<file path="config.mk">
export PLATFORM = sky130hd
export DESIGN_NAME = dps_port_timing
export DESIGN_NICKNAME = d
export VERILOG_FILES = /design/src/pkg/dps_pkg.sv /design/src/logic/dps_sync_edge.sv /design/src/logic/dps_tap_delay.sv /design/src/logic/dps_port_timing.sv
export SDC_FILE = /design/constraint.sdc
export NUM_CORES = 1
export LEC_CHECK = 0
export ABC_AREA = 0
export BUFFER_PORTS_ARGS = -buffer_cell sky130_fd_sc_hd__buf_2
export CAP_MARGIN = 20
export CORE_MARGIN = 2
export CORE_UTILIZATION = 55
export CTS_BUF_LIST = sky130_fd_sc_hd__clkbuf_8 sky130_fd_sc_hd__clkbuf_16
export DETAILED_ROUTE_END_ITERATION = 8
export PLACE_DENSITY_LB_ADDON = 0.12
export SYNTH_ARGS = -nofsm -noshare
export SYNTH_HDL_FRONTEND = slang
export SYNTH_SLANG_ARGS = --single-unit
</file>
<file path="constraint.sdc">
create_clock -name clk_in -period 15.55 [get_ports clk_in]
set_input_delay 3.11 -clock clk_in [delete_from_list [all_inputs] [get_ports clk_in]]
set_output_delay 3.11 -clock clk_in [all_outputs]
set_load 0.1 [all_outputs]
</file>
<file path="src/pkg/dps_pkg.sv">
// Package: register map, field positions and timing constants
package dps_pkg;
  // Register offsets
  localparam logic [7:0] ADDR_TIMING_CTRL = 8'h02;
  localparam logic [7:0] ADDR_MCS_CTRL = 8'h03;
  localparam int TIMING_CTRL_W = 16;
  localparam int MCS_CTRL_W = 32;
  localparam logic [15:0] TIMING_CTRL_RST = 16'h0000;
  localparam logic [31:0] MCS_CTRL_RST = 32'h0000_0000;
  // Timing control fields
  localparam int F_CLK_DLY_HI = 15;
  localparam int F_CLK_DLY_LO = 11;
  localparam int F_MARGIN_HI = 10;
  localparam int F_MARGIN_LO = 7;
  localparam int F_LVDS_CLK = 6;
  localparam int F_CLK_INV = 5;
  localparam int F_DLY_EN = 4;
  localparam int F_AUTO_MODE = 3;
  localparam int F_SET_HIGH = 2;
  localparam int F_DCI_RISE = 1;
  localparam int F_RESERVED = 0;
  // Multichip fields
  localparam int F_CORR_HI = 31;
  localparam int F_CORR_LO = 27;
  localparam int F_SYNC_RX_EN = 26;
  localparam int F_SYNC_TX_EN = 25;
  localparam int F_SLAVE = 16;
  // Interpolation codes that allow slave mode
  localparam logic [1:0] INTERP_4X = 2'h2;
  localparam logic [1:0] INTERP_8X = 2'h3;
  // Delay figures, in picoseconds
  localparam int CLK_DLY_MIN_PS = 700;
  localparam int CLK_DLY_MAX_PS = 6500;
  localparam int DLY_STEP_PS = 190;
  localparam int CLK_PERIOD_PS = 4000;
  localparam int DLY_TAPS = (CLK_DLY_MAX_PS + CLK_PERIOD_PS - 1)
                            / CLK_PERIOD_PS + 1;
  localparam int TAP_W = $clog2(DLY_TAPS);
  localparam int SAMP_HALF = 2;
endpackage

</file>
<file path="src/logic/dps_sync_edge.sv">
// Two-stage synchroniser with edge detection
`timescale 1ns/100ps
module dps_sync_edge #(
  parameter int WIDTH = 1
) (
  input wire logic clk_in,
  input wire logic sys_rst_in,
  input wire logic ce_in,
  input wire logic [WIDTH-1:0] async_in,
  output logic [WIDTH-1:0] level_out,
  output logic [WIDTH-1:0] rise_out,
  output logic [WIDTH-1:0] fall_out
);
  logic [WIDTH-1:0] meta;
  logic [WIDTH-1:0] stable;
  logic [WIDTH-1:0] prev;
  logic [WIDTH-1:0] next_meta;
  logic [WIDTH-1:0] next_stable;
  logic [WIDTH-1:0] next_prev;

  always_comb begin
    next_meta = meta;
    next_stable = stable;
    next_prev = prev;
    if (ce_in) begin
      next_meta = async_in;
      next_stable = meta;
      next_prev = stable;
    end
  end

  always_ff @(posedge clk_in) begin
    if (sys_rst_in) begin
      meta <= '0;
      stable <= '0;
      prev <= '0;
    end else begin
      meta <= next_meta;
      stable <= next_stable;
      prev <= next_prev;
    end
  end

  assign level_out = stable;
  assign rise_out = stable & ~prev;
  assign fall_out = ~stable & prev;
endmodule // dps_sync_edge

</file>
<file path="src/logic/dps_tap_delay.sv">
// Tapped delay line for the output data clock
`timescale 1ns/100ps
module dps_tap_delay #(
  parameter int DEPTH = 4,
  parameter int SEL_W = 2
) (
  input wire logic clk_in,
  input wire logic sys_rst_in,
  input wire logic ce_in,
  input wire logic sig_in,
  input wire logic [SEL_W-1:0] tap_in,
  output logic sig_out
);
  logic [DEPTH-1:0] line;
  logic [DEPTH-1:0] next_line;

  always_comb begin
    next_line = line;
    if (ce_in) begin
      next_line = {line[DEPTH-2:0], sig_in};
    end
  end

  always_ff @(posedge clk_in) begin
    if (sys_rst_in) begin
      line <= '0;
    end else begin
      line <= next_line;
    end
  end

  // Tap 0 is one register stage behind the input
  assign sig_out = line[tap_in];
endmodule // dps_tap_delay

</file>
<file path="src/logic/dps_port_timing.sv">
// Data port timing and multichip sync enable register bank
`timescale 1ns/100ps
module dps_port_timing #(
  parameter int DATA_W = 16,
  parameter int HALF_PERIOD = dps_pkg::SAMP_HALF
) (
  input wire logic clk_in,
  input wire logic sys_rst_in,
  input wire logic ce_in,
  input wire logic reg_wr_in,
  input wire logic reg_rd_in,
  input wire logic [7:0] reg_addr_in,
  input wire logic [31:0] reg_wdata_in,
  output logic [31:0] reg_rdata_out,
  input wire logic [1:0] interp_factor_in,
  input wire logic mcs_sync_pulse_in,
  input wire logic external_data_clock_input_in,
  input wire logic [DATA_W-1:0] port_data_in,
  output logic output_data_clock_out,
  output logic lvds_sync_out,
  output logic [DATA_W-1:0] sampled_data_out,
  output logic sample_valid_out,
  output logic slave_active_out,
  output logic setup_hold_err_out,
  output logic [4:0] correlate_threshold_out,
  output logic sync_rx_enable_out,
  output logic sync_tx_enable_out
);
  localparam int TW = dps_pkg::TAP_W;

  // Delay code to whole-cycle tap, rounded down, never below one cycle
  function automatic logic [TW-1:0] clk_tap(input logic [4:0] code);
    int ps;
    int cyc;
    ps = dps_pkg::CLK_DLY_MIN_PS + dps_pkg::DLY_STEP_PS * int'(code);
    cyc = ps / dps_pkg::CLK_PERIOD_PS;
    if (cyc < 1) cyc = 1;
    return TW'(cyc - 1);
  endfunction

  // Margin code to check window in cycles, rounded up
  function automatic logic [3:0] margin_cycles(input logic [3:0] code);
    int ps;
    ps = dps_pkg::DLY_STEP_PS * int'(code);
    return 4'((ps + dps_pkg::CLK_PERIOD_PS - 1) / dps_pkg::CLK_PERIOD_PS);
  endfunction

  // ---------------------------------------------------------------
  // Register file
  // ---------------------------------------------------------------
  logic [15:0] timing_ctrl;
  logic [31:0] mcs_ctrl;
  logic [31:0] rdata;
  logic [15:0] next_timing_ctrl;
  logic [31:0] next_mcs_ctrl;
  logic [31:0] next_rdata;
  logic hit_timing;
  logic hit_mcs;

  assign hit_timing = reg_addr_in == dps_pkg::ADDR_TIMING_CTRL;
  assign hit_mcs = reg_addr_in == dps_pkg::ADDR_MCS_CTRL;

  always_comb begin
    next_timing_ctrl = timing_ctrl;
    next_mcs_ctrl = mcs_ctrl;
    next_rdata = rdata;
    if (ce_in) begin
      if (reg_wr_in && hit_timing) begin
        // Bit 2 is stored as written; software keeps it high
        next_timing_ctrl = reg_wdata_in[15:0];
      end
      if (reg_wr_in && hit_mcs) begin
        next_mcs_ctrl = reg_wdata_in;
      end
      if (reg_rd_in) begin
        if (hit_timing) begin
          next_rdata = {16'h0000, timing_ctrl};
        end else if (hit_mcs) begin
          next_rdata = mcs_ctrl;
        end else begin
          next_rdata = 32'h0000_0000;
        end
      end
    end
  end

  always_ff @(posedge clk_in) begin
    if (sys_rst_in) begin
      timing_ctrl <= dps_pkg::TIMING_CTRL_RST;
      mcs_ctrl <= dps_pkg::MCS_CTRL_RST;
      rdata <= 32'h0000_0000;
    end else begin
      timing_ctrl <= next_timing_ctrl;
      mcs_ctrl <= next_mcs_ctrl;
      rdata <= next_rdata;
    end
  end

  assign reg_rdata_out = rdata;

  // Field views; bit 0 and bit 2 drive nothing
  logic [4:0] dly_code;
  logic [3:0] margin_code;
  logic lvds_clk_sel;
  logic clk_inv;
  logic dly_en;
  logic auto_mode;
  logic dci_rise_sel;
  logic slave_req;
  logic slave;
  assign dly_code = timing_ctrl[dps_pkg::F_CLK_DLY_HI:dps_pkg::F_CLK_DLY_LO];
  assign margin_code = timing_ctrl[dps_pkg::F_MARGIN_HI:dps_pkg::F_MARGIN_LO];
  assign lvds_clk_sel = timing_ctrl[dps_pkg::F_LVDS_CLK];
  assign clk_inv = timing_ctrl[dps_pkg::F_CLK_INV];
  assign dly_en = timing_ctrl[dps_pkg::F_DLY_EN];
  assign auto_mode = timing_ctrl[dps_pkg::F_AUTO_MODE];
  assign dci_rise_sel = timing_ctrl[dps_pkg::F_DCI_RISE];
  assign slave_req = mcs_ctrl[dps_pkg::F_SLAVE];
  // Slave request is ignored at 1x and 2x rates
  assign slave = slave_req && (interp_factor_in == dps_pkg::INTERP_4X ||
                 interp_factor_in == dps_pkg::INTERP_8X);
  assign correlate_threshold_out =
    mcs_ctrl[dps_pkg::F_CORR_HI:dps_pkg::F_CORR_LO];
  assign sync_rx_enable_out = mcs_ctrl[dps_pkg::F_SYNC_RX_EN];
  assign sync_tx_enable_out = mcs_ctrl[dps_pkg::F_SYNC_TX_EN];
  assign slave_active_out = slave;

  // ---------------------------------------------------------------
  // Pin synchronisers
  // ---------------------------------------------------------------
  logic [DATA_W:0] pin_level;
  logic [DATA_W:0] pin_rise;
  logic [DATA_W:0] pin_fall;

  dps_sync_edge #(.WIDTH(DATA_W + 1)) u_pin_sync (
    .clk_in(clk_in),
    .sys_rst_in(sys_rst_in),
    .ce_in(ce_in),
    .async_in({external_data_clock_input_in, port_data_in}),
    .level_out(pin_level),
    .rise_out(pin_rise),
    .fall_out(pin_fall)
  );

  // ---------------------------------------------------------------
  // Internal sampling clock, output clock and sampling
  // ---------------------------------------------------------------
  logic [7:0] div_cnt;
  logic samp_clk;
  logic [3:0] quiet_cnt;
  logic [TW-1:0] auto_tap;
  logic [DATA_W-1:0] sampled;
  logic valid;
  logic err;
  logic [7:0] next_div_cnt;
  logic next_samp_clk;
  logic [3:0] next_quiet_cnt;
  logic [TW-1:0] next_auto_tap;
  logic [DATA_W-1:0] next_sampled;
  logic next_valid;
  logic next_err;
  logic samp_edge;
  logic data_moved;
  logic base_clk;
  logic dly_clk;
  logic [TW-1:0] tap_sel;

  assign data_moved = |(pin_rise[DATA_W-1:0] | pin_fall[DATA_W-1:0]);
  // Slave samples on the chosen edge of the external clock
  assign samp_edge = slave
    ? (dci_rise_sel ? pin_rise[DATA_W] : pin_fall[DATA_W])
    : (next_samp_clk && !samp_clk);

  always_comb begin
    next_div_cnt = div_cnt;
    next_samp_clk = samp_clk;
    next_quiet_cnt = quiet_cnt;
    next_auto_tap = auto_tap;
    next_sampled = sampled;
    next_valid = 1'b0;
    next_err = err;
    if (ce_in) begin
      if (div_cnt == 8'(HALF_PERIOD - 1)) begin
        next_div_cnt = 8'h00;
        next_samp_clk = !samp_clk;
      end else begin
        next_div_cnt = div_cnt + 8'h01;
      end
      next_quiet_cnt = data_moved ? 4'h0
        : (quiet_cnt == 4'hf ? quiet_cnt : quiet_cnt + 4'h1);
      if (samp_edge) begin
        next_sampled = pin_level[DATA_W-1:0];
        next_valid = 1'b1;
        // Window checks only while the delay enable bit is set
        next_err = dly_en && (data_moved ||
                   quiet_cnt < margin_cycles(margin_code));
        if (auto_mode && dly_en && next_err) begin
          next_auto_tap = auto_tap + TW'(1);
        end
      end
      if (!auto_mode) begin
        next_auto_tap = clk_tap(dly_code);
      end
    end
  end

  always_ff @(posedge clk_in) begin
    if (sys_rst_in) begin
      div_cnt <= 8'h00;
      samp_clk <= 1'b0;
      quiet_cnt <= 4'h0;
      auto_tap <= '0;
      sampled <= '0;
      valid <= 1'b0;
      err <= 1'b0;
    end else begin
      div_cnt <= next_div_cnt;
      samp_clk <= next_samp_clk;
      quiet_cnt <= next_quiet_cnt;
      auto_tap <= next_auto_tap;
      sampled <= next_sampled;
      valid <= next_valid;
      err <= next_err;
    end
  end

  assign base_clk = samp_clk ^ clk_inv;
  assign tap_sel = auto_mode ? auto_tap : clk_tap(dly_code);

  dps_tap_delay #(.DEPTH(dps_pkg::DLY_TAPS), .SEL_W(TW)) u_clk_dly (
    .clk_in(clk_in),
    .sys_rst_in(sys_rst_in),
    .ce_in(ce_in),
    .sig_in(base_clk),
    .tap_in(tap_sel),
    .sig_out(dly_clk)
  );

  // Delay cell bypassed unless enabled
  assign output_data_clock_out = dly_en ? dly_clk : base_clk;
  assign lvds_sync_out = lvds_clk_sel ? output_data_clock_out
                                      : mcs_sync_pulse_in;
  assign sampled_data_out = sampled;
  assign sample_valid_out = valid;
  assign setup_hold_err_out = err;
endmodule // dps_port_timing

</file>
# Word-level counts from Yosys, hierarchy flattened
# Cells that the tools add are included.
dict set report totals {
  regBits 167
  in_bits 65
}
dict set report op_classes {
  add_sub_neg 8
  n_mul 2
  n_div 2
  n_lt_le_gt_ge 3
  n_eq_ne 9
  mux 21
  bitwise_logic 7
  n_reduce_logical 18
}
# cell count
set op_table {}
lappend op_table {{$div A32 B13 Y32 const B} 2}
lappend op_table {{$mux W32} 2}
lappend op_table {{$and A17 B17 Y17} 2}
lappend op_table {{$not A17 Y17} 2}
lappend op_table {{$lt A32 B2 Y1 const B} 1}
lappend op_table {{$eq A8 B2 Y1 const B} 2}
lappend op_table {{$or A16 B16 Y16} 1}
lappend op_table {{$reduce_or A16 Y1} 1}
lappend op_table {{$add A10 B13 Y14 const A} 1}
lappend op_table {{$mux W2} 7}
lappend op_table {{$sub A13 B1 Y14 const B} 1}
lappend op_table {{$add A12 B12 Y13 const B} 1}
lappend op_table {{$mul A7 B5 Y12 const A} 1}
lappend op_table {{$mul A7 B4 Y11 const A} 1}
lappend op_table {{$reduce_and A2 Y1} 5}
lappend op_table {{$add A8 B1 Y8 const B} 1}
lappend op_table {{$eq A8 B1 Y1 const B} 1}
lappend op_table {{$mux W1} 8}
lappend op_table {{$mux W4} 2}
lappend op_table {{$mux W8} 1}
lappend op_table {{$logic_and A1 B1 Y1} 7}
lappend op_table {{$add A4 B1 Y4 const B} 1}
lappend op_table {{$eq A2 B2 Y1 const B} 2}
lappend op_table {{$eq A4 B4 Y1 const B} 1}
lappend op_table {{13 further kinds} 16}

# Depth between registers and ports, before layout
# Gate-level depths: netlist (run 1).
dict set report depth {
  word_depth 11
  mapped_depth 21
}

# Hierarchy
# Synthesis (run 1) repeated with hierarchy kept, for this count alone.
dict set report unflattened {
  hier_cells 967
  hier_area_um2 8524.4
}
# mod instances cells_each area_per_inst_um2 seq_area_each_um2
set modules_own_cells {}
lappend modules_own_cells {dps_port_timing 1 756 6319.8 2262.2}
lappend modules_own_cells {dps_sync_edge 1 199 2083.2 1021.0}
lappend modules_own_cells {dps_tap_delay 1 12 121.4 60.1}

# Least setup slack after synthesis (run 1)
# OpenSTA, ideal clock, no wires.
dict set report synth_path {
  kind {register to output}
  startpoint {reg timing_ctrl[13]}
  endpoint {out output_data_clock_out}
  arrival_ns 5.676
  setup_slack_ns 6.764
  stages_incl_launch_ff 16
  path_buffers 0
  path_cell_list {dfxtp_1 -> fa_1 -> inv_1 -> fa_1 -> fa_1 -> inv_1 -> ha_1 -> xor2_1 -> or4_1 -> nor4_1 -> mux2_4 -> a221oi_1 -> or2_1 -> o221a_1 -> o21a_1 -> a21oi_1}
}
dict set report synth_via {
  elab_chain_cells 10
}
# item line
set synth_lines {}
lappend synth_lines {{start: declaration} dps_port_timing.sv:51} ;# logic [15:0] timing_ctrl;
lappend synth_lines {{start signal: assignment} dps_port_timing.sv:89} ;# timing_ctrl <= dps_pkg::TIMING_CTRL_RST;
lappend synth_lines {{start signal: assignment} dps_port_timing.sv:93} ;# timing_ctrl <= next_timing_ctrl;
lappend synth_lines {{$mul A7 B5 Y12 *} dps_port_timing.sv:35} ;# ps = dps_pkg::CLK_DLY_MIN_PS + dps_pkg::DLY_STEP_PS * int'(code);
lappend synth_lines {{$add A10 B13 Y14 *} dps_port_timing.sv:35}
lappend synth_lines {{$div A32 B13 Y32 *} dps_port_timing.sv:36} ;# cyc = ps / dps_pkg::CLK_PERIOD_PS;
lappend synth_lines {{$lt A32 B2 Y1} dps_port_timing.sv:37} ;# if (cyc < 1) cyc = 1;
lappend synth_lines {{$mux W2 *} dps_port_timing.sv:37}
lappend synth_lines {{$sub A2 B2 Y2 *} dps_port_timing.sv:38} ;# return TW'(cyc - 1);
lappend synth_lines {{$mux W2 *} dps_port_timing.sv:228} ;# assign tap_sel = auto_mode ? auto_tap : clk_tap(dly_code);
lappend synth_lines {{$bmux W1 S2 *} dps_tap_delay.sv:33} ;# assign sig_out = line[tap_in];
lappend synth_lines {{$mux W1 (implied by the code) *} dps_tap_delay.sv:33}
lappend synth_lines {{$mux W1 *} dps_port_timing.sv:240} ;# assign output_data_clock_out = dly_en ? dly_clk : base_clk;
lappend synth_lines {{end: declaration} dps_port_timing.sv:19} ;# output logic output_data_clock_out,
# Every way passes the cells marked *; elsewhere a longest branch is shown, timed or not. The select of a mux whose other input is x is not followed.

# Final worst setup path (run 1)
dict set report layout_path {
  startpoint {reg timing_ctrl[13]}
  endpoint {out lvds_sync_out}
}
dict set report layout_via {
  elab_chain_cells 11
}
# item line
set layout_lines {}
lappend layout_lines {{$mul A7 B5 Y12 *} dps_port_timing.sv:35}
lappend layout_lines {{$add A10 B13 Y14 *} dps_port_timing.sv:35}
lappend layout_lines {{$div A32 B13 Y32 *} dps_port_timing.sv:36}
lappend layout_lines {{$lt A32 B2 Y1} dps_port_timing.sv:37}
lappend layout_lines {{$mux W2 *} dps_port_timing.sv:37}
lappend layout_lines {{$sub A2 B2 Y2 *} dps_port_timing.sv:38}
lappend layout_lines {{$mux W2 *} dps_port_timing.sv:228}
lappend layout_lines {{$bmux W1 S2 *} dps_tap_delay.sv:33}
lappend layout_lines {{$mux W1 (implied by the code) *} dps_tap_delay.sv:33}
lappend layout_lines {{$mux W1 *} dps_port_timing.sv:240}
lappend layout_lines {{$mux W1 *} dps_port_timing.sv:241} ;# assign lvds_sync_out = lvds_clk_sel ? output_data_clock_out
lappend layout_lines {{end: declaration} dps_port_timing.sv:20} ;# output logic lvds_sync_out,
# Marks and branches as above.

==> metrics.cfg, run 1 <==
[detailed_routing]
postRouteAntennaNets = 0
first_iter_violations = 458
vias = 6854
drcViolationCount = 0
firstDrtPassIters = 5
wl_per_cell_um = 14.4
viasPerCell = 5.48
routed_wl_um = 18000

[job]
cap_violations = 0

[floorplanning]
fp-row-count = 45
initial_core_util_pct = 55.9
die_area_um2 = 16400
die_w_um = 128
core_area_um2 = 15100
io_pins = 125
die_h_um = 128

[worst_setup_path]
regToRegStartpoint = timing_ctrl[8]
crit_path_start_kind = flip-flop
arrival_ps = 5590
r2r_cells = 20
cp_data_required_time_ps = 12440
rrSetupSlack_ps = 9940
crit_fanout = 6
worstReg2RegEnd = auto_tap[0]
crit_path_end_kind = primary output
worstSetupPathType = flip-flop to primary output
crit_path_start = timing_ctrl[13]

[clock_network]
cts-root-buf = clkbuf_16
htree_levels = 4
cts_tree = yes
ctsHoldBuffers = 0
cts_resized = 0
cts_buffers = 17
cts.clk_slew.worst_paths_ps = 70
cts_setup_buffers = 0
clock_latency_ps = 420
cts_buffer_depth = 2
clock-sinks = 167

[place]
io_buffers = 123
dp_slack_ps = 7290
dp_hpwl_um = 12400
finalWeightedCongestion = 0.787

[power]
p_comb_share_pct = 5.7
seqPwrFrac_pct = 47.6
pwr-share-clk_pct = 46.7
power_density_nw_per_um2 = 94.9
p_sw_uw = 226
power.internal_uw = 699
p_leak_uw = 0.00438
total_power_uw = 926
ir_drop_mv = 0.0820
switching_share_pct = 24.5

[sta]
period_minus_slack_ps = 8700
skew_ps = 9.06
setup_viol = 0
tightestPinTransition_ps = 1000
fmax_mhz = 115
hold_violations = 0
finalCritPeriodShare_pct = 56.0
setup_ws_ps = 6850
final.setup.tns_ps = 0
final_max_slew_viol_count = 0
maxSlewHeadroom_pct = 33.3
rsz0062_at_grt = false

[grt]
grt_pass1_vias = 6240
grt_max_degree = 98
grt_overflow = 0
grt_use_total_pct = 22.3
grt_pass1_wl_um = 29800
antenna_found_initial = 1

[yosys]
synth_area_um2 = 8440
synth.avg_cell_area_um2 = 8.86
synth_common_cells = dfxtp_1, nor2_1, nand2_1, mux2i_1, a21oi_1
seq_area_frac_synth_pct = 39.6
syn_nets = 1080
netlist_top_cells_area = dfxtp_1, mux2i_1, ha_1
synth_cells = 953
yosysTopAreaCellShare_pct = 39.6
synth_cell_types = 67
yosys_register_bits = 167
synth_top_cell_by_area = dfxtp_1
synth_ff_type = dfxtp_1
yosysMostFrequentCell = dfxtp_1
ys_async_sr_fraction_pct = 0
yosysWarnings = 0
synth-edff-count = 0

[cells_and_area]
diodes = 0
area_delta_synth_final_pct = 15.5
drive_above_1_share_pct = 17.4
nets = 1176
utilization_pct = 64.6
fillCellCount = 1325

[min_path]
holdPathStages = 2
min_from = mcs_ctrl[23]
hold_path.class = flip-flop to flip-flop
min_to = mcs_ctrl[23]

[run_status]
status = complete, no violations

==> critical path: stages, from the launching register on <==
cell and delay [ps]:
dfxtp_1 400, fa_1 620, inv_1 80, fa_1 490, fa_1 510, inv_1 50
ha_1 340, xor2_1 190, or4_1 450, nor4_1 380, mux2_4 210, a221oi_1 80
or2_1 220, o221a_1 280, o211a_1 240, a21oi_2 170, buf_2 450
==> cells by family (layout without fill, tap and decap cells) <==
group | after synthesis | after routing | share of synthesized area [%]
DFF | 167 | 167 | 39.6
muxes | 90 | 90 | 10.8
AOI/OAI and AO/OA | 163 | 163 | 12.9
buffers and inverters | 82 | 191 | 3.91
adders and majority gates | 62 | 62 | 10.4
xor gates and xnor gates | 35 | 35 | 3.85
and+or+nand+nor | 354 | 354 | 18.6
==> registers in the layout (all words and copies together) (netlist names) <==
name	flops
setup_hold_err_out	1
mcs_ctrl	32
quiet_cnt	4
u_pin_sync.level_out	17
u_pin_sync.meta	17
reg_rdata_out	32
u_pin_sync.prev	17
samp_clk	1
u_clk_dly.line	3
div_cnt	8
auto_tap	2
sample_valid_out	1
timing_ctrl	16
sampled_data_out	16
==> layout by cell type, fill, tap and decap left out, types with 3 or more instances in the layout <==
master / n
a22oi_1: 17
nand2b_1: 11
nor4_1: 11
o211ai_1: 6
o22ai_1: 3
nor3b_1: 3
or2_2: 5
nor2_1: 131
or3_1: 4
fa_1: 14
a211oi_2: 3
inv_1: 28
a21oi_1: 79
nand4_1: 7
nand3_1: 9
o21a_1: 5
nor3_1: 25
ha_1: 48
and2_1: 3
dfxtp_1: 167
xor2_1: 30
inv_8: 4
a211o_1: 4
clkbuf_16: 17
buf_2: 121
inv_6: 4
nand2_1: 121
nor4b_1: 4
xnor2_1: 4
and3_1: 5
nand3b_1: 4
buf_4: 9
o21ai_0: 11
mux2i_1: 87
a21o_1: 5
==> worst max-delay path by stage <==
stage / to / slack (ps) / depth (start not counted)
floorplan: output_data_clock_out / 6760 / 15
global placement: lvds_sync_out / 7330 / 16
detailed placement: lvds_sync_out / 7290 / 16
CTS: lvds_sync_out / 6810 / 16
global route: output_data_clock_out / 6480 / 16
finish: lvds_sync_out / 6850 / 16
==> layer usage <==
layer,up-vias,part of all wire (%),track usage (%)
met2,117,48,36.6
met4,2,2.1,8.27
met1,3205,46,29.1
li1,3505,-,-
met5,-,0.044,0
met3,25,3.8,4.55
==> metrics by stage <==
stage	cells	instance area [um2]	hold WS (ps)
2_1_floorplan	953	8440	436
3_3_place_gp	1216	9120	441
3_5_place_dp	1216	9120	447
4_1_cts	1248	9730	457
5_1_grt	1250	9750	479
6_report	1250	9750	456
==> area by class of cell <==
class | count | area [um2] | share of cell area (%)
clock inverter | 15 | 185 | 1.90
multi-input combinational | 704 | 4770 | 49.0
tap | 188 | 235 | 2.41
clock buffer | 17 | 425 | 4.36
sequential | 167 | 3340 | 34.3
timing repair buffer | 131 | 684 | 7.02
inverter | 28 | 105 | 1.08
==> power groups by stage <==
stage,clock network [uW],registers (uW),logic (uW)
floorplan,0,450,35.5
global placement,0,450,52.8
detailed placement,0,450,53.0
CTS,439,440,53.4
global route,458,441,58.1
finish,432,440,53.0
Power figures use the tool's default switching activity.
==> run 2, diff against run 1 <==
==> constraint.sdc (replaced) <==
create_clock -name clk_in -period 8.42 [get_ports clk_in]
set_input_delay 1.684 -clock clk_in [delete_from_list [all_inputs] [get_ports clk_in]]
set_output_delay 1.684 -clock clk_in [all_outputs]
set_load 0.1 [all_outputs]
==> metrics.cfg, run 2 (synthesized netlist as in run 1, its figures left out) <==
[run_status]
status = complete, no violations  ; unchanged

[clock_network]
cts_buffers = 17  ; unchanged
htree_levels = 4  ; unchanged
cts_resized = 0  ; unchanged
clock_latency_ps = 420  ; about the same
cts_setup_buffers = 0  ; unchanged
cts_buffer_depth = 2  ; unchanged
ctsHoldBuffers = 0  ; unchanged
clock-sinks = 167  ; unchanged
cts.clk_slew.worst_paths_ps = 70  ; about the same
cts_tree = yes  ; unchanged
cts-root-buf = clkbuf_16  ; unchanged

[worst_setup_path]
crit_path_end_kind = primary output  ; unchanged
crit_buf_inv = 3  ; unchanged
arrival_ps = 5550  ; was 5590 ps
crit_chain = fa_1 -> inv_1 -> fa_1 -> fa_1 -> inv_1 -> ha_1 -> xor2_1 -> or4_1 -> nor4_1 -> mux2_4 -> a221oi_1 -> or2_1 -> o221a_1 -> o211a_1 -> a21oi_2 -> buf_2  ; unchanged
critPathMaxStageDelay_ps = 630  ; was 620 ps
worstSetupPathType = flip-flop to primary output  ; unchanged
cp_data_required_time_ps = 6740  ; was 12,440 ps
crit_path_start_kind = flip-flop  ; unchanged
slowest_stage = fa_1  ; unchanged
crit_fanout = 6  ; unchanged
crit_path_frequent_cell = fa_1  ; unchanged
crit_family = adder cells  ; unchanged

[floorplanning]
core_area_um2 = 15100  ; unchanged
fp-row-count = 45  ; unchanged
io_pins = 125  ; unchanged
die_w_um = 128  ; unchanged
die_area_um2 = 16400  ; unchanged
die_h_um = 128  ; unchanged
initial_core_util_pct = 55.9  ; unchanged

[grt]
antenna_found_initial = 0  ; was 1
grt_overflow = 0  ; unchanged
grt_use_total_pct = 22.0  ; was 22.3%
grt_pass1_vias = 6016  ; was 6,240
grt_pass1_wl_um = 29200  ; was 29,800 um
grt_max_degree = 92  ; was 98

[sta]
maxSlewHeadroom_pct = 40.3  ; was 33.3%
finalCritPeriodShare_pct = 85.9
setup_viol = 0  ; unchanged
final_max_slew_viol_count = 0  ; unchanged
tightestPinTransition_ps = 895  ; was 1000 ps
skew_ps = 9.86  ; was 9.06 ps
holdWs_ps = 454  ; was 456 ps
setup_ws_ps = 1190  ; was 6850 ps
hold_violations = 0  ; unchanged
final.setup.tns_ps = 0  ; unchanged
period_minus_slack_ps = 7230
rsz0062_at_grt = false  ; unchanged
fmax_mhz = 138

[power]
power.internal_uw = 1290  ; was 699 uW
pwr-share-clk_pct = 46.5  ; was 46.7%
switching_share_pct = 24.0  ; was 24.5%
ir_drop_mv = 0.187  ; was 0.0820 mV
seqPwrFrac_pct = 47.7  ; was 47.6%
p_leak_uw = 0.00439  ; was 0.00438 uW
power_density_nw_per_um2 = 175  ; was 94.9 nW/um2
p_comb_share_pct = 5.8  ; was 5.7%
p_sw_uw = 409  ; was 226 uW

[cells_and_area]
multiInputGateArea_um2 = 4770  ; unchanged
diodes = 0  ; unchanged
nets = 1176  ; unchanged
layout_commonest_cell = dfxtp_1  ; unchanged
seqCellArea_um2 = 3340  ; unchanged
utilization_pct = 64.6  ; about the same
area_delta_synth_final_pct = 15.5  ; about the same
fillCellCount = 1296  ; was 1,325
drive_above_1_share_pct = 17.2  ; was 17.4%
most-common-layout-cells = dfxtp_1, nor2_1, nand2_1, buf_2, mux2i_1  ; unchanged
final_cell_area_um2 = 9750  ; about the same

[detailed_routing]
firstDrtPassIters = 5  ; unchanged
vias = 6853  ; was 6,854
first_iter_violations = 429  ; was 458
viasPerCell = 5.48  ; about the same
routed_wl_um = 18100  ; was 18,000 um
postRouteAntennaNets = 0  ; unchanged
drcViolationCount = 0  ; unchanged
wl_per_cell_um = 14.5  ; was 14.4 um

[place]
finalWeightedCongestion = 0.837  ; was 0.787
io_buffers = 123  ; unchanged
dp_slack_ps = 1630  ; was 7290 ps
dpl_cell_area_um2 = 9120  ; unchanged
dp_hpwl_um = 12400  ; about the same

[min_path]
hold_path.class = flip-flop to flip-flop  ; unchanged

[job]
cap_violations = 0  ; unchanged

## run 2: cell type report
type	instances	share of cell area, %
Inverter	28	1.08
Tap cell	188	2.41
Clock buffer	18	4.51
Sequential cell	167	34.3
Clock inverter	14	1.69
Timing Repair Buffer	131	7.02
Multi-Input combinational cell	704	49.0
## run 2: path summary, 6_finish.rpt
| check | startpoint | endpoint | slack, ps | cells past startpoint |
|---|---|---|---|---|
| setup / recovery | timing_ctrl[13] | lvds_sync_out | 1190 | 16 |
| hold / removal | mcs_ctrl[3] | mcs_ctrl[3] | 450 | 2 |
| setup reg to reg | timing_ctrl[8] | auto_tap[0] | 2750 | 20 |
| hold reg to reg | mcs_ctrl[3] | mcs_ctrl[3] | 450 | 2 |
## run 2: worst register-to-register path, cell delays in order, from the launching register on
cell	delay [ps]
dfxtp_1	420
fa_1	680
inv_1	80
fa_1	520
fa_1	580
nor4b_1	500
or2_2	250
nand2_1	70
nor3_1	160
o211ai_1	130
nor2_1	200
o22ai_1	120
a222oi_1	440
nand2_1	110
ha_1	200
nor4_1	170
and3_1	210
o311ai_1	130
nand3b_1	180
mux2_2	350
a21oi_1	110
## run 2: power by group through the flow
| stage | Clock (uW) | Sequential [uW] | Combinational [uW] |
|---|---|---|---|
| detailed placement | 0 | 831 | 98.3 |
| finish | 791 | 813 | 98.7 |
| global route | 839 | 814 | 108 |
| CTS | 807 | 813 | 99.0 |
| global placement | 0 | 830 | 97.7 |
| floorplan | 0 | 831 | 65.5 |
## run 2: routing by layer
layer / track usage [%] / wire [um]
met5: 0 / 0
met3: 5.26 / 732
met4: 6.85 / 344
met2: 34.7 / 8500
met1: 29.9 / 8520
## run 2: metrics by stage
stage / total power (uW) / instances
after floorplan: 897 / 953
after global placement: 928 / 1216
after detailed placement: 929 / 1216
after CTS: 1720 / 1248
after global routing: 1760 / 1250
final: 1700 / 1250
==> run 3, diff against run 2 <==
--- a/config.mk
+++ b/config.mk
@@ -15,4 +15,5 @@
 export PLACE_DENSITY_LB_ADDON = 0.12
 export SYNTH_ARGS = -nofsm -noshare
 export SYNTH_HDL_FRONTEND = slang
+export SYNTH_HIERARCHICAL = 1
 export SYNTH_SLANG_ARGS = --single-unit
==> metrics.cfg, run 3 <==
[run_status]
status = complete, no violations  ; unchanged

[sta]
setup_viol = 0  ; unchanged
rsz0062_at_grt = false  ; unchanged
final.setup.tns_ps = 0  ; unchanged
maxSlewHeadroom_pct = 34.1  ; was 40.3%
finalCritPeriodShare_pct = 87.6  ; was 85.9%
setup_ws_ps = 1040  ; was 1190 ps
tightestPinTransition_ps = 988  ; was 895 ps
fmax_mhz = 136  ; was 138 MHz
final_max_slew_viol_count = 0  ; unchanged
period_minus_slack_ps = 7380  ; was 7230 ps
skew_ps = 6.86  ; was 9.86 ps
hold_violations = 0  ; unchanged

[floorplanning]
core_area_um2 = 15100  ; about the same
io_pins = 125  ; unchanged
die_w_um = 128  ; about the same
fp-row-count = 45  ; unchanged
die_area_um2 = 16500  ; was 16,400 um2
die_h_um = 128  ; about the same
initial_core_util_pct = 56.3  ; was 55.9%

[power]
power_density_nw_per_um2 = 172  ; was 175 nW/um2
ir_drop_mv = 0.149  ; was 0.187 mV
p_leak_uw = 0.00453  ; was 0.00439 uW

[worst_setup_path]
crit_path_start_kind = flip-flop  ; unchanged
cp_data_required_time_ps = 6740  ; about the same
crit_path_end_kind = primary output  ; unchanged
worstReg2RegEnd = auto_tap[1]  ; was auto_tap[0]
r2r_cells = 18  ; was 20
regToRegStartpoint = timing_ctrl[8]  ; unchanged
crit_fanout = 8  ; was 6
rrSetupSlack_ps = 2520  ; was 2750 ps
worstSetupPathType = flip-flop to primary output  ; unchanged
arrival_ps = 5690  ; was 5550 ps

[detailed_routing]
postRouteAntennaNets = 0  ; unchanged
routed_wl_um = 17900  ; was 18,100 um
viasPerCell = 5.39  ; was 5.48
firstDrtPassIters = 5  ; unchanged
drcViolationCount = 0  ; unchanged
first_iter_violations = 395  ; was 429
vias = 6816  ; was 6,853
wl_per_cell_um = 14.2  ; was 14.5 um

[place]
dp_slack_ps = 1510  ; was 1630 ps
io_buffers = 123  ; unchanged
finalWeightedCongestion = 0.794  ; was 0.837
dp_hpwl_um = 12200  ; was 12,400 um

[cells_and_area]
area_delta_synth_final_pct = 13.7  ; was 15.5%
utilization_pct = 64.0  ; was 64.6%
layout_commonest_cell = dfxtp_1  ; unchanged
most-common-layout-cells = dfxtp_1, nor2_1, nand2_1, buf_2, mux2i_1  ; unchanged
drive_above_1_share_pct = 16.7  ; was 17.2%
diodes = 0  ; unchanged
fillCellCount = 1333  ; was 1,296
nets = 1191  ; was 1,176

[clock_network]
clock_latency_ps = 420  ; about the same
clock-sinks = 167  ; unchanged
cts-root-buf = clkbuf_16  ; unchanged
cts_setup_buffers = 0  ; unchanged
cts_buffer_depth = 2  ; unchanged
cts_buffers = 17  ; unchanged
cts_tree = yes  ; unchanged
ctsHoldBuffers = 0  ; unchanged
cts.clk_slew.worst_paths_ps = 60  ; was 70 ps
htree_levels = 4  ; unchanged
cts_resized = 0  ; unchanged

[yosys]
synth_area_um2 = 8520  ; was 8440 um2
syn_nets = 1094  ; was 1,080
netlist_top_cells_area = dfxtp_1, mux2i_1, ha_1  ; unchanged
yosysTopAreaCellShare_pct = 39.2  ; was 39.6%
synth_top_cell_by_area = dfxtp_1  ; unchanged
yosys_register_bits = 167  ; unchanged
seq_area_frac_synth_pct = 39.2  ; was 39.6%
synth_common_cells = dfxtp_1, nor2_1, nand2_1, mux2i_1, a21oi_1  ; unchanged
yosysMostFrequentCell = dfxtp_1  ; unchanged
synth-edff-count = 0  ; unchanged
synth.avg_cell_area_um2 = 8.82  ; was 8.86 um2
synth_cell_types = 69  ; was 67
ys_async_sr_fraction_pct = 0  ; unchanged
synth_ff_type = dfxtp_1  ; unchanged
synth_cells = 967  ; was 953
yosysWarnings = 6  ; was 0

[grt]
grt_use_total_pct = 21.5  ; was 22.0%
grt_overflow = 0  ; unchanged
grt_pass1_vias = 6199  ; was 6,016
antenna_found_initial = 0  ; unchanged
grt_max_degree = 82  ; was 92
grt_pass1_wl_um = 29100  ; was 29,200 um

[min_path]
min_from = mcs_ctrl[2]  ; was mcs_ctrl[3]
holdPathStages = 2  ; unchanged
hold_path.class = flip-flop to flip-flop  ; unchanged
min_to = mcs_ctrl[2]  ; was mcs_ctrl[3]

[job]
cap_violations = 0  ; unchanged

==> run 3: changes by cell type after synthesis, sizes merged, moves of 4 or more <==
cell / delta
clkbuf: -5
nand2b: -6
nor2: +10
nor2b: +35
nor3: -4
xor2: -16
==> run 3: worst max-delay path by stage <==
stage | from | endpoint | slack, ps
after floorplan | timing_ctrl[13] | lvds_sync_out | 1600
final | timing_ctrl[13] | lvds_sync_out | 1040
after global routing | timing_ctrl[13] | lvds_sync_out | 680
after CTS | timing_ctrl[13] | lvds_sync_out | 1020
after global placement | timing_ctrl[13] | lvds_sync_out | 1560
after detailed placement | timing_ctrl[13] | lvds_sync_out | 1510
==> run 3: report_power, final <==
part	leakage, uW	switching [uW]	total, uW	internal [uW]
registers	0.00135	11.2	814	803
clock network	0.000276	328	745	417
logic	0.00290	63.9	105	41.5
total	0.00453	403	1660	1260
==> run 3: critical path, cell delays in order, from the launching register on <==
cell and delay (ps):
dfxtp_1 400, fa_1 630, inv_1 80, fa_1 480, fa_1 520, inv_1 40, ha_1 240, a211oi_1 530
nor2_1 160, o211ai_1 480, and4_1 280, a41o_1 90, o21ai_1 60, o2bb2ai_1 120, nand2_1 100, nand2_1 90
nand2_1 60, o22ai_1 140, mux2_2 210, mux2_2 140, buf_2 410
==> run 3: routing by layer <==
| layer | wire length (um) | vias to the layer above | GRT usage [%] | part of all wire (%) |
|---|---|---|---|---|
| met4 | 183 | 0 | 6.33 | 1.0 |
| met5 | 0 | - | 0 | 0 |
| met1 | 8650 | 3117 | 30.2 | 48 |
| met3 | 954 | 12 | 3.45 | 5.3 |
| li1 | - | 3511 | - | - |
| met2 | 8160 | 176 | 34.4 | 45 |
==> run 3: cell families (layout without fill, tap and decap cells) <==
logic type,Yosys count,in the layout,share of synthesized area (%)
and+or+nand+nor,389,389,20.8
DFF,167,167,39.2
AOI/OAI and AO/OA,154,154,11.4
muxes,93,93,11.0
buffers and inverters,82,192,5.06
adders and majority gates,62,62,10.3
xor gates and xnor gates,20,20,2.22
==> run 3: metrics by stage <==
stage	instance area (um2)	total power (uW)	std cells	hold WS (ps)
3_3_place_gp	9120	936	1232	442
2_1_floorplan	8520	908	967	436
5_1_grt	9690	1720	1265	472
6_report	9690	1660	1265	452
3_5_place_dp	9120	937	1232	446
4_1_cts	9680	1680	1264	455
==> run 3: layout make-up <==
cell class | count | area, um2 | share of cell area, %
multi-input combinational | 718 | 4760 | 49.1
sequential | 167 | 3340 | 34.5
timing repair buffer | 131 | 681 | 7.02
clock buffer | 18 | 439 | 4.53
tap | 188 | 235 | 2.43
clock inverter | 14 | 126 | 1.30
inverter | 29 | 109 | 1.12
